$ cat config.mk
export PLATFORM = sky130hd
export DESIGN_NAME = pbs_cycle_decode
export DESIGN_NICKNAME = d
export VERILOG_FILES = /design/src/hw/pbs_cycle_decode.v /design/src/hw/pbs_burst_ctr.v
export VERILOG_INCLUDE_DIRS = /design/src /design/src/hw
export SDC_FILE = /design/constraint.sdc
export NUM_CORES = 1
export LEC_CHECK = 0
export ABC_AREA = 1
export BUFFER_PORTS_ARGS = -buffer_cell sky130_fd_sc_hd__buf_4
export CAP_MARGIN = 20
export CORE_MARGIN = 3
export CORE_UTILIZATION = 40
export CTS_BUF_LIST = sky130_fd_sc_hd__clkbuf_2 sky130_fd_sc_hd__clkbuf_4 sky130_fd_sc_hd__clkbuf_8
export CTS_CLUSTER_DIAMETER = 40
export DETAILED_ROUTE_END_ITERATION = 10
export PLACE_DENSITY = 0.78
export SLEW_MARGIN = 20
export SYNTH_ARGS = -nofsm -noshare
export SYNTH_HDL_FRONTEND = slang
export SYNTH_SLANG_ARGS = --single-unit
$ cat constraint.sdc
create_clock -name core_clk -period 3.9 [get_ports core_clk]
set_input_delay 0.195 -clock core_clk [delete_from_list [all_inputs] [get_ports core_clk]]
set_output_delay 0.195 -clock core_clk [all_outputs]
set_load 0.1 [all_outputs]
$ cat src/hw/pbs_consts.vh
// shared constants for the pipelined burst sram cycle decode
`ifndef PBS_CONSTS_VH
`define PBS_CONSTS_VH

// cycle classes, binary coded
`define PBS_CLS_W          4
`define PBS_CLS_DESEL      4'h0
`define PBS_CLS_BEG_RD     4'h1
`define PBS_CLS_CONT_RD    4'h2
`define PBS_CLS_SUSP_RD    4'h3
`define PBS_CLS_BEG_WR_EXT 4'h4
`define PBS_CLS_BEG_WR_CUR 4'h5
`define PBS_CLS_CONT_WR    4'h6
`define PBS_CLS_SUSP_WR    4'h7
`define PBS_CLS_SLEEP      4'h8

// lane layout: data byte n on bits 8n+7..8n, its parity on bit 32+n
`define PBS_LANES          4
`define PBS_BYTE_W         8
`define PBS_PAR_BASE       32
`define PBS_DATA_W         36
`define PBS_LANES_NONE     4'h0
`define PBS_LANES_ALL      4'hF

// burst offset and reset values
`define PBS_OFS_W          2
`define PBS_OFS_RST        2'h0
`define PBS_OFS_STEP       2'h1
`define PBS_DATA_RST       36'h0
`define PBS_BIT_CLR        1'b0
`define PBS_BIT_SET        1'b1

`endif

$ cat src/hw/pbs_cycle_decode.v
// cycle control and byte-write decode of a pipelined burst sram
//
// Overview of operation
// - sleep low and a strobe with a chip select inactive gives a deselect cycle, unless it is a processor strobe with chip select one inactive.
// - all selects active: processor strobe, or controller strobe without write, begins read.
// - no start strobe, advance low, no write: continue read at next burst address.
// - no start strobe, advance high, no write: suspend read, keep the address.
// - no start strobe, advance high, write after a read: begin write at current address.
// - all selects, controller strobe only, write requested: begin write at external address.
// - no start strobe, advance low, write requested: continue write at next address.
// - no start strobe, advance high, write during a write: suspend write, hold address.
// - sleep high overrides every control input, no address, data pins float.
// - outside a processor strobe start, read or write decided only from global write, byte write enable, byte selects.
// - pin drivers gated by current cycle and output enable, which is never registered.
// - global write high with byte enable high or all byte selects high means read.
// - byte select n owns data bits 8n+7 down to 8n.
// - byte write writes exactly the lanes whose select is low.
// - global write low writes all four lanes.
// - two-bit burst counter steps linear or interleaved per burst order input.
// - processor strobe ignored while chip select one is inactive.
// - processor strobe access ignores write and advance inputs in its first cycle.
// - read data leaves one edge after address; first cycle out of deselect floats.
`default_nettype none
`include "pbs_consts.vh"

module pbs_cycle_decode #(
   parameter ADDR_W = 17
) (
   input  wire                   core_clk,
   input  wire                   sys_rst,
   input  wire                   sleep_in,
   input  wire                   chip_sel_one_n,
   input  wire                   chip_sel_two,
   input  wire                   chip_sel_three_n,
   input  wire                   proc_addr_strobe_n,
   input  wire                   ctrl_addr_strobe_n,
   input  wire                   burst_advance_n,
   input  wire                   global_write_n,
   input  wire                   byte_write_enable_n,
   input  wire [`PBS_LANES-1:0]  byte_select_n,
   input  wire                   out_enable_n,
   input  wire                   burst_linear,
   input  wire [ADDR_W-1:0]      addr_in,
   input  wire [`PBS_DATA_W-1:0] dq_in,
   input  wire [`PBS_DATA_W-1:0] mem_rd_data,
   output wire [ADDR_W-1:0]      mem_addr,
   output wire                   mem_rd_en,
   output reg  [`PBS_LANES-1:0]  mem_wr_lanes_q,
   output wire [`PBS_DATA_W-1:0] mem_wr_mask,
   output reg  [`PBS_DATA_W-1:0] mem_wr_data_q,
   output reg  [`PBS_DATA_W-1:0] dq_out_q,
   output wire                   dq_oe_n,
   output wire [`PBS_CLS_W-1:0]  cycle_class,
   output wire                   sleep_active
);

   localparam HI_W = ADDR_W - `PBS_OFS_W;

   reg  [`PBS_CLS_W-1:0] cls_q;
   reg  [`PBS_CLS_W-1:0] cls_d;
   reg  [HI_W-1:0]       addr_hi_q;
   reg                   sleep_s1_q;
   reg                   sleep_s2_q;
   reg                   idle_q;
   reg                   rd_pend_q;
   reg                   mask_q;
   reg                   all_sel;
   reg                   start_p;
   reg                   start_c;
   reg  [`PBS_LANES-1:0] wr_lanes;
   reg                   wr_req;
   wire                  ext_load;
   wire                  burst_step;
   wire [`PBS_OFS_W-1:0] burst_ofs;

   // lane enables from the write pins alone
   function [`PBS_LANES-1:0] lane_decode;
      input                  gw_n;
      input                  bwe_n;
      input [`PBS_LANES-1:0] sel_n;
      begin
         if (!gw_n) begin
            lane_decode = `PBS_LANES_ALL;
         end else if (bwe_n) begin
            lane_decode = `PBS_LANES_NONE;
         end else begin
            lane_decode = ~sel_n;
         end
      end
   endfunction

   // read-side classes
   function is_rd;
      input [`PBS_CLS_W-1:0] cls;
      begin
         is_rd = (cls == `PBS_CLS_BEG_RD) || (cls == `PBS_CLS_CONT_RD) ||
                 (cls == `PBS_CLS_SUSP_RD);
      end
   endfunction

   // write-side classes, including the suspended one
   function is_wr;
      input [`PBS_CLS_W-1:0] cls;
      begin
         is_wr = (cls == `PBS_CLS_BEG_WR_EXT) || (cls == `PBS_CLS_BEG_WR_CUR) ||
                 (cls == `PBS_CLS_CONT_WR) || (cls == `PBS_CLS_SUSP_WR);
      end
   endfunction

   // sleep is asynchronous, so it is synchronised before anything uses it
   always @(posedge core_clk or posedge sys_rst) begin
      if (sys_rst) begin
         sleep_s1_q <= `PBS_BIT_CLR;
         sleep_s2_q <= `PBS_BIT_CLR;
      end else begin
         sleep_s1_q <= sleep_in;
         sleep_s2_q <= sleep_s1_q;
      end
   end

   // next cycle class from the pins seen at this edge
   always @* begin
      all_sel  = ~chip_sel_one_n & chip_sel_two & ~chip_sel_three_n;
      start_p  = ~chip_sel_one_n & ~proc_addr_strobe_n;
      start_c  = ~ctrl_addr_strobe_n;
      wr_lanes = lane_decode(global_write_n, byte_write_enable_n, byte_select_n);
      wr_req   = |wr_lanes;
      cls_d    = `PBS_CLS_DESEL;
      if (sleep_s2_q) begin
         cls_d = `PBS_CLS_SLEEP;
      end else if (start_p || start_c) begin
         if (!all_sel) begin
            cls_d = `PBS_CLS_DESEL;
         end else if (start_p || !wr_req) begin
            cls_d = `PBS_CLS_BEG_RD;
         end else begin
            cls_d = `PBS_CLS_BEG_WR_EXT;
         end
      end else begin
         case (cls_q)
            `PBS_CLS_DESEL, `PBS_CLS_SLEEP: begin
               cls_d = `PBS_CLS_DESEL;   // nothing open to continue
            end
            default: begin
               if (!burst_advance_n) begin
                  cls_d = wr_req ? `PBS_CLS_CONT_WR : `PBS_CLS_CONT_RD;
               end else if (!wr_req) begin
                  cls_d = `PBS_CLS_SUSP_RD;
               end else if (is_wr(cls_q)) begin
                  cls_d = `PBS_CLS_SUSP_WR;
               end else begin
                  cls_d = `PBS_CLS_BEG_WR_CUR;
               end
            end
         endcase
      end
   end

   assign ext_load   = (cls_d == `PBS_CLS_BEG_RD) || (cls_d == `PBS_CLS_BEG_WR_EXT);
   assign burst_step = (cls_d == `PBS_CLS_CONT_RD) || (cls_d == `PBS_CLS_CONT_WR);

   // low address bits live in the burst counter
   pbs_burst_ctr u_burst (
      .core_clk     (core_clk),
      .sys_rst      (sys_rst),
      .load         (ext_load),
      .step         (burst_step),
      .base         (addr_in[`PBS_OFS_W-1:0]),
      .burst_linear (burst_linear),
      .offset_q     (burst_ofs)
   );

   // cycle, address and write registers; suspend and current keep the address
   always @(posedge core_clk or posedge sys_rst) begin
      if (sys_rst) begin
         cls_q          <= `PBS_CLS_DESEL;
         addr_hi_q      <= {HI_W{`PBS_BIT_CLR}};
         mem_wr_lanes_q <= `PBS_LANES_NONE;
         mem_wr_data_q  <= `PBS_DATA_RST;
      end else begin
         cls_q <= cls_d;
         if (ext_load) begin
            addr_hi_q <= addr_in[ADDR_W-1:`PBS_OFS_W];
         end
         // a processor-strobe first cycle is a read, so its lanes stay off
         mem_wr_lanes_q <= is_wr(cls_d) ? wr_lanes : `PBS_LANES_NONE;
         mem_wr_data_q  <= dq_in;
      end
   end

   // read pipeline: data registered one edge after its address
   always @(posedge core_clk or posedge sys_rst) begin
      if (sys_rst) begin
         idle_q    <= `PBS_BIT_SET;
         rd_pend_q <= `PBS_BIT_CLR;
         mask_q    <= `PBS_BIT_CLR;
         dq_out_q  <= `PBS_DATA_RST;
      end else begin
         idle_q    <= (cls_q == `PBS_CLS_DESEL) || (cls_q == `PBS_CLS_SLEEP);
         rd_pend_q <= is_rd(cls_q);
         // hides the first data after deselect, as bank expansion needs
         mask_q    <= is_rd(cls_q) && idle_q;
         dq_out_q  <= mem_rd_data;
      end
   end

   // per-lane write mask, data byte and parity bit together
   genvar ln;
   generate
      for (ln = 0; ln < `PBS_LANES; ln = ln + 1) begin : g_lane
         assign mem_wr_mask[ln*`PBS_BYTE_W +: `PBS_BYTE_W] = {`PBS_BYTE_W{mem_wr_lanes_q[ln]}};
         assign mem_wr_mask[`PBS_PAR_BASE + ln] = mem_wr_lanes_q[ln];
      end
   endgenerate

   // output enable stays combinational; writes and deselect force float
   // drivers off in any write cycle even if the controller slips
   assign dq_oe_n = ~(rd_pend_q & ~mask_q & is_rd(cls_q) & ~out_enable_n);

   assign mem_addr     = {addr_hi_q, burst_ofs};
   assign mem_rd_en    = is_rd(cls_q);
   assign cycle_class  = cls_q;
   assign sleep_active = (cls_q == `PBS_CLS_SLEEP);

endmodule
`default_nettype wire

$ cat src/hw/pbs_burst_ctr.v
// two-bit wraparound burst counter, linear or interleaved order
`default_nettype none
`include "pbs_consts.vh"

module pbs_burst_ctr (
   input  wire                  core_clk,
   input  wire                  sys_rst,
   input  wire                  load,
   input  wire                  step,
   input  wire [`PBS_OFS_W-1:0] base,
   input  wire                  burst_linear,
   output reg  [`PBS_OFS_W-1:0] offset_q
);

   reg  [`PBS_OFS_W-1:0] base_q;
   reg  [`PBS_OFS_W-1:0] cnt_q;
   wire [`PBS_OFS_W-1:0] cnt_d;

   assign cnt_d = cnt_q + `PBS_OFS_STEP;

   // base and step count kept apart so both orders come from one counter
   always @(posedge core_clk or posedge sys_rst) begin
      if (sys_rst) begin
         base_q   <= `PBS_OFS_RST;
         cnt_q    <= `PBS_OFS_RST;
         offset_q <= `PBS_OFS_RST;
      end else if (load) begin
         base_q   <= base;
         cnt_q    <= `PBS_OFS_RST;
         offset_q <= base;
      end else if (step) begin
         cnt_q <= cnt_d;
         // linear adds, interleaved xors; both wrap in two bits
         if (burst_linear) begin
            offset_q <= base_q + cnt_d;
         end else begin
            offset_q <= base_q ^ cnt_d;
         end
      end
   end

endmodule
`default_nettype wire

==> metrics.md <==
| Metric | Value |
|---|---|
| Status | `completed` |
| Row count | `33` |
| Syn Area/Cell | `12.61 um^2` |
| Drt wl/cell | `16.49 um` |
| Max H-tree Level | `3` |
| Final Max Slew Viols | `0` |
| Initial Util | `42.36%` |
| Post-route ant nets | `0` |
| Cell count after synthesis | `283` |
| Worst Setup End Kind | `register` |
| Initial drt markers | `68` |
| CTS buffer count | `9` |
| Synth Cell Area | `3568 um^2` |
| Synth area leaders | `dfrtp_1, buf_4, nand2_1` |
| Clock sink count | `106` |
| Total GRT Usage | `22.58%` |
| Max_slew headroom | `40.86%` |
| Dominant cell type by area after synthesis | `dfrtp_1` |
| Clock root buffer | `clkbuf_8` |
| Clock slew at reported path FFs | `110 ps` |
| Post-place instance area | `5223 um^2` |
| Share of layout cells above drive strength 1 | `46.70%` |
| Slew @ Worst Pin | `887.0 ps` |
| Die H | `100.5 um` |
| Ports | `242` |
| Clk_skew | `22.19 ps` |
| Crit path from | `global_write_n` |
| PD cells | `528.6 nW/um^2` |
| HP Class | `input port to register` |
| CP Launch Type | `input port` |
| Clock Latency Late Sink | `360 ps` |
| Final Setup Violations | `0` |
| Synth cell types | `24` |
| R2r startpoint | `cycle_class[2]` |
| Die width | `100.5 um` |
| Arrival @ worst endpoint | `2010 ps` |
| Critical R2R Capture | `u_burst.offset_q[0]` |
| CTS tree | `done` |
| CP Max Fanout | `19` |
| RSZ-0062 raised after global routing | `no` |
| Global route overflow | `0` |
| Worst IR Drop VDD | `0.2709 mV` |
| Longest Clk Path Bufs | `2` |
| Final Cell Area | `6135 um^2` |
| Cells on worst reg2reg path | `13` |
| Hold path cells | `3` |
| R2R setup slack | `2240 ps` |
| Largest net degree at the start of global routing | `76` |
| Die area | `10090 um^2` |
| Yosys reg bits | `106` |
| Antenna violations before repair | `0` |
| Yosys warning total | `0` |
| Vias in the first global route | `3405` |
| Setup crit end | `u_burst.offset_q[0]` |
| GP Congestion | `0.7947` |
| Pre-Repair DR Iteration Count | `4` |
| First-pass GRT wire length | `17.15 mm` |
| Static Leak | `3.280 nW` |
| IO buf count | `241` |
| Post-Route WL | `11.25 mm` |
| Top cell type's share of synthesized area | `73.63%` |
| Period utilization | `45.08%` |
| HPWL after detailed placement | `7.259 mm` |
| Final min period | `1758 ps` |
| Max-Cap Viols | `0` |
| Core area | `8423 um^2` |
| Layout Area Growth over Synthesis | `71.91%` |
| # nets final | `679` |
| Post-Route Setup TNS | `0 ps` |
| Detailed-route via count | `2955` |
| Register area share after synthesis | `74.37%` |
| Worst path required time | `4150 ps` |
| WS Path Type | `input port to register` |
| Highest clock rate | `568.7 MHz` |
| Final hold violation count | `0` |
| Drt via density | `4.333` |
| # DRC | `0` |
| Syn nets | `390` |
cell families (layout without fill, tap and decap cells):
family | count (synthesis) | after routing | synth area share, %
AOI/OAI and AO/OA | 5 | 5 | 0.9113
xor gates and xnor gates | 3 | 3 | 0.7365
adders and majority gates | 1 | 1 | 0.3506
buffers and inverters | 57 | 350 | 10.31
DFF | 106 | 106 | 74.37
other | 0 | 1 | 0
and+or+nand+nor | 111 | 111 | 13.32
sequential cells by signal (all words and copies together), names as in the netlist, 2 cells and up:
| register | cells |
|---|---|
| u_burst.base_q | 2 |
| mem_wr_lanes_q | 4 |
| mem_wr_data_q | 36 |
| u_burst.offset_q | 2 |
| addr_hi_q | 15 |
| dq_out_q | 36 |
| u_burst.cnt_q | 2 |
| cycle_class | 4 |
worst min path at each step:
stage	from	endpoint	slack (ps)
3_3_place_gp	dq_in[17]	mem_wr_data_q[17]	300
2_1_floorplan	mem_rd_data[0]	dq_out_q[0]	230
4_1_cts	addr_in[15]	addr_hi_q[13]	10
6_report	addr_in[15]	addr_hi_q[13]	20
5_1_grt	addr_in[8]	addr_hi_q[6]	30
3_5_place_dp	mem_rd_data[2]	dq_out_q[2]	310
what timing repair did:
action,in CTS,in global routing
resized for setup,0,0
buffers inserted,0,0
hold endpoints to repair,74,0
hold buffers,74,0
cell type report:
type,instances,area (um^2)
inverter,19,73.82
tap,105,131.4
clock buffer,10,131.4
timing repair buffer,316,2557
clock inverter,5,37.54
sequential,106,2654
antenna,1,2.502
fill,558,2288
multi-input combinational,120,546.8
placed cells by master (no fill, tap or decap), types with 2 or more instances in the layout:
master / instances
a21boi_0: 2
nand2_2: 6
nand3_1: 10
inv_1: 18
buf_4: 242
nor2_1: 17
nor3_1: 2
dfrtp_1: 105
nand2_1: 70
dlygate4sd3_1: 74
clkbuf_8: 9
xnor2_1: 2
inv_6: 2
clkinvlp_4: 2
routing by layer:
layer | global-route usage, % | wire length, um
met5 | 0 | 0
met4 | 9.430 | 307
met3 | 6.920 | 959
met2 | 42.05 | 6176
met1 | 23.28 | 3802
stage by stage:
stage	hold slack, ps	power, W	utilization (%)	cells	setup slack [ps]
after floorplan	226.4	0.002263	-	283	554.7
after global placement	304.1	0.002570	62.00	592	2284
after detailed placement	305.3	0.002587	62.00	592	2217
after CTS	13.75	0.003246	72.80	681	2135
after global routing	33.01	0.003368	72.80	681	1961
final	21.70	0.003243	72.83	682	2142
power breakdown:
part | internal [W] | switching (W) | total [W]
logic | 0.000319 | 0.00103 | 0.00135
registers | 0.00122 | 0.0000658 | 0.00128
clock network | 0.000240 | 0.000373 | 0.000613
worst max-delay path, cell delays in order:
cell	delay [ps]
dlygate4sd3_1	520
buf_4	110
inv_1	60
nor2_2	130
nand3_2	120
nand2_1	100
nand2_1	60
nand2_2	80
nand3_1	80
nand2_2	100
nand2_4	140
nand2_2	120
inv_1	70
nand2_1	60
nand2_1	60
cell usage after synthesis:
master	instances
nand2_2	6
nand3_2	1
or2_1	1
nor2_2	1
nand2_1	70
xor2_1	1
nand2_4	1
a21oi_1	1
nor2_1	17
nor3_1	2
dfstp_2	1
buf_6	1
o21a_1	1
buf_8	1
a21boi_0	2
buf_4	36
nand3_1	10
xnor2_1	2
dfrtp_1	105
nor2_4	1
inv_1	19
o21ai_0	1
nand4_1	1
ha_1	1
(Power assumes the default switching activity.)
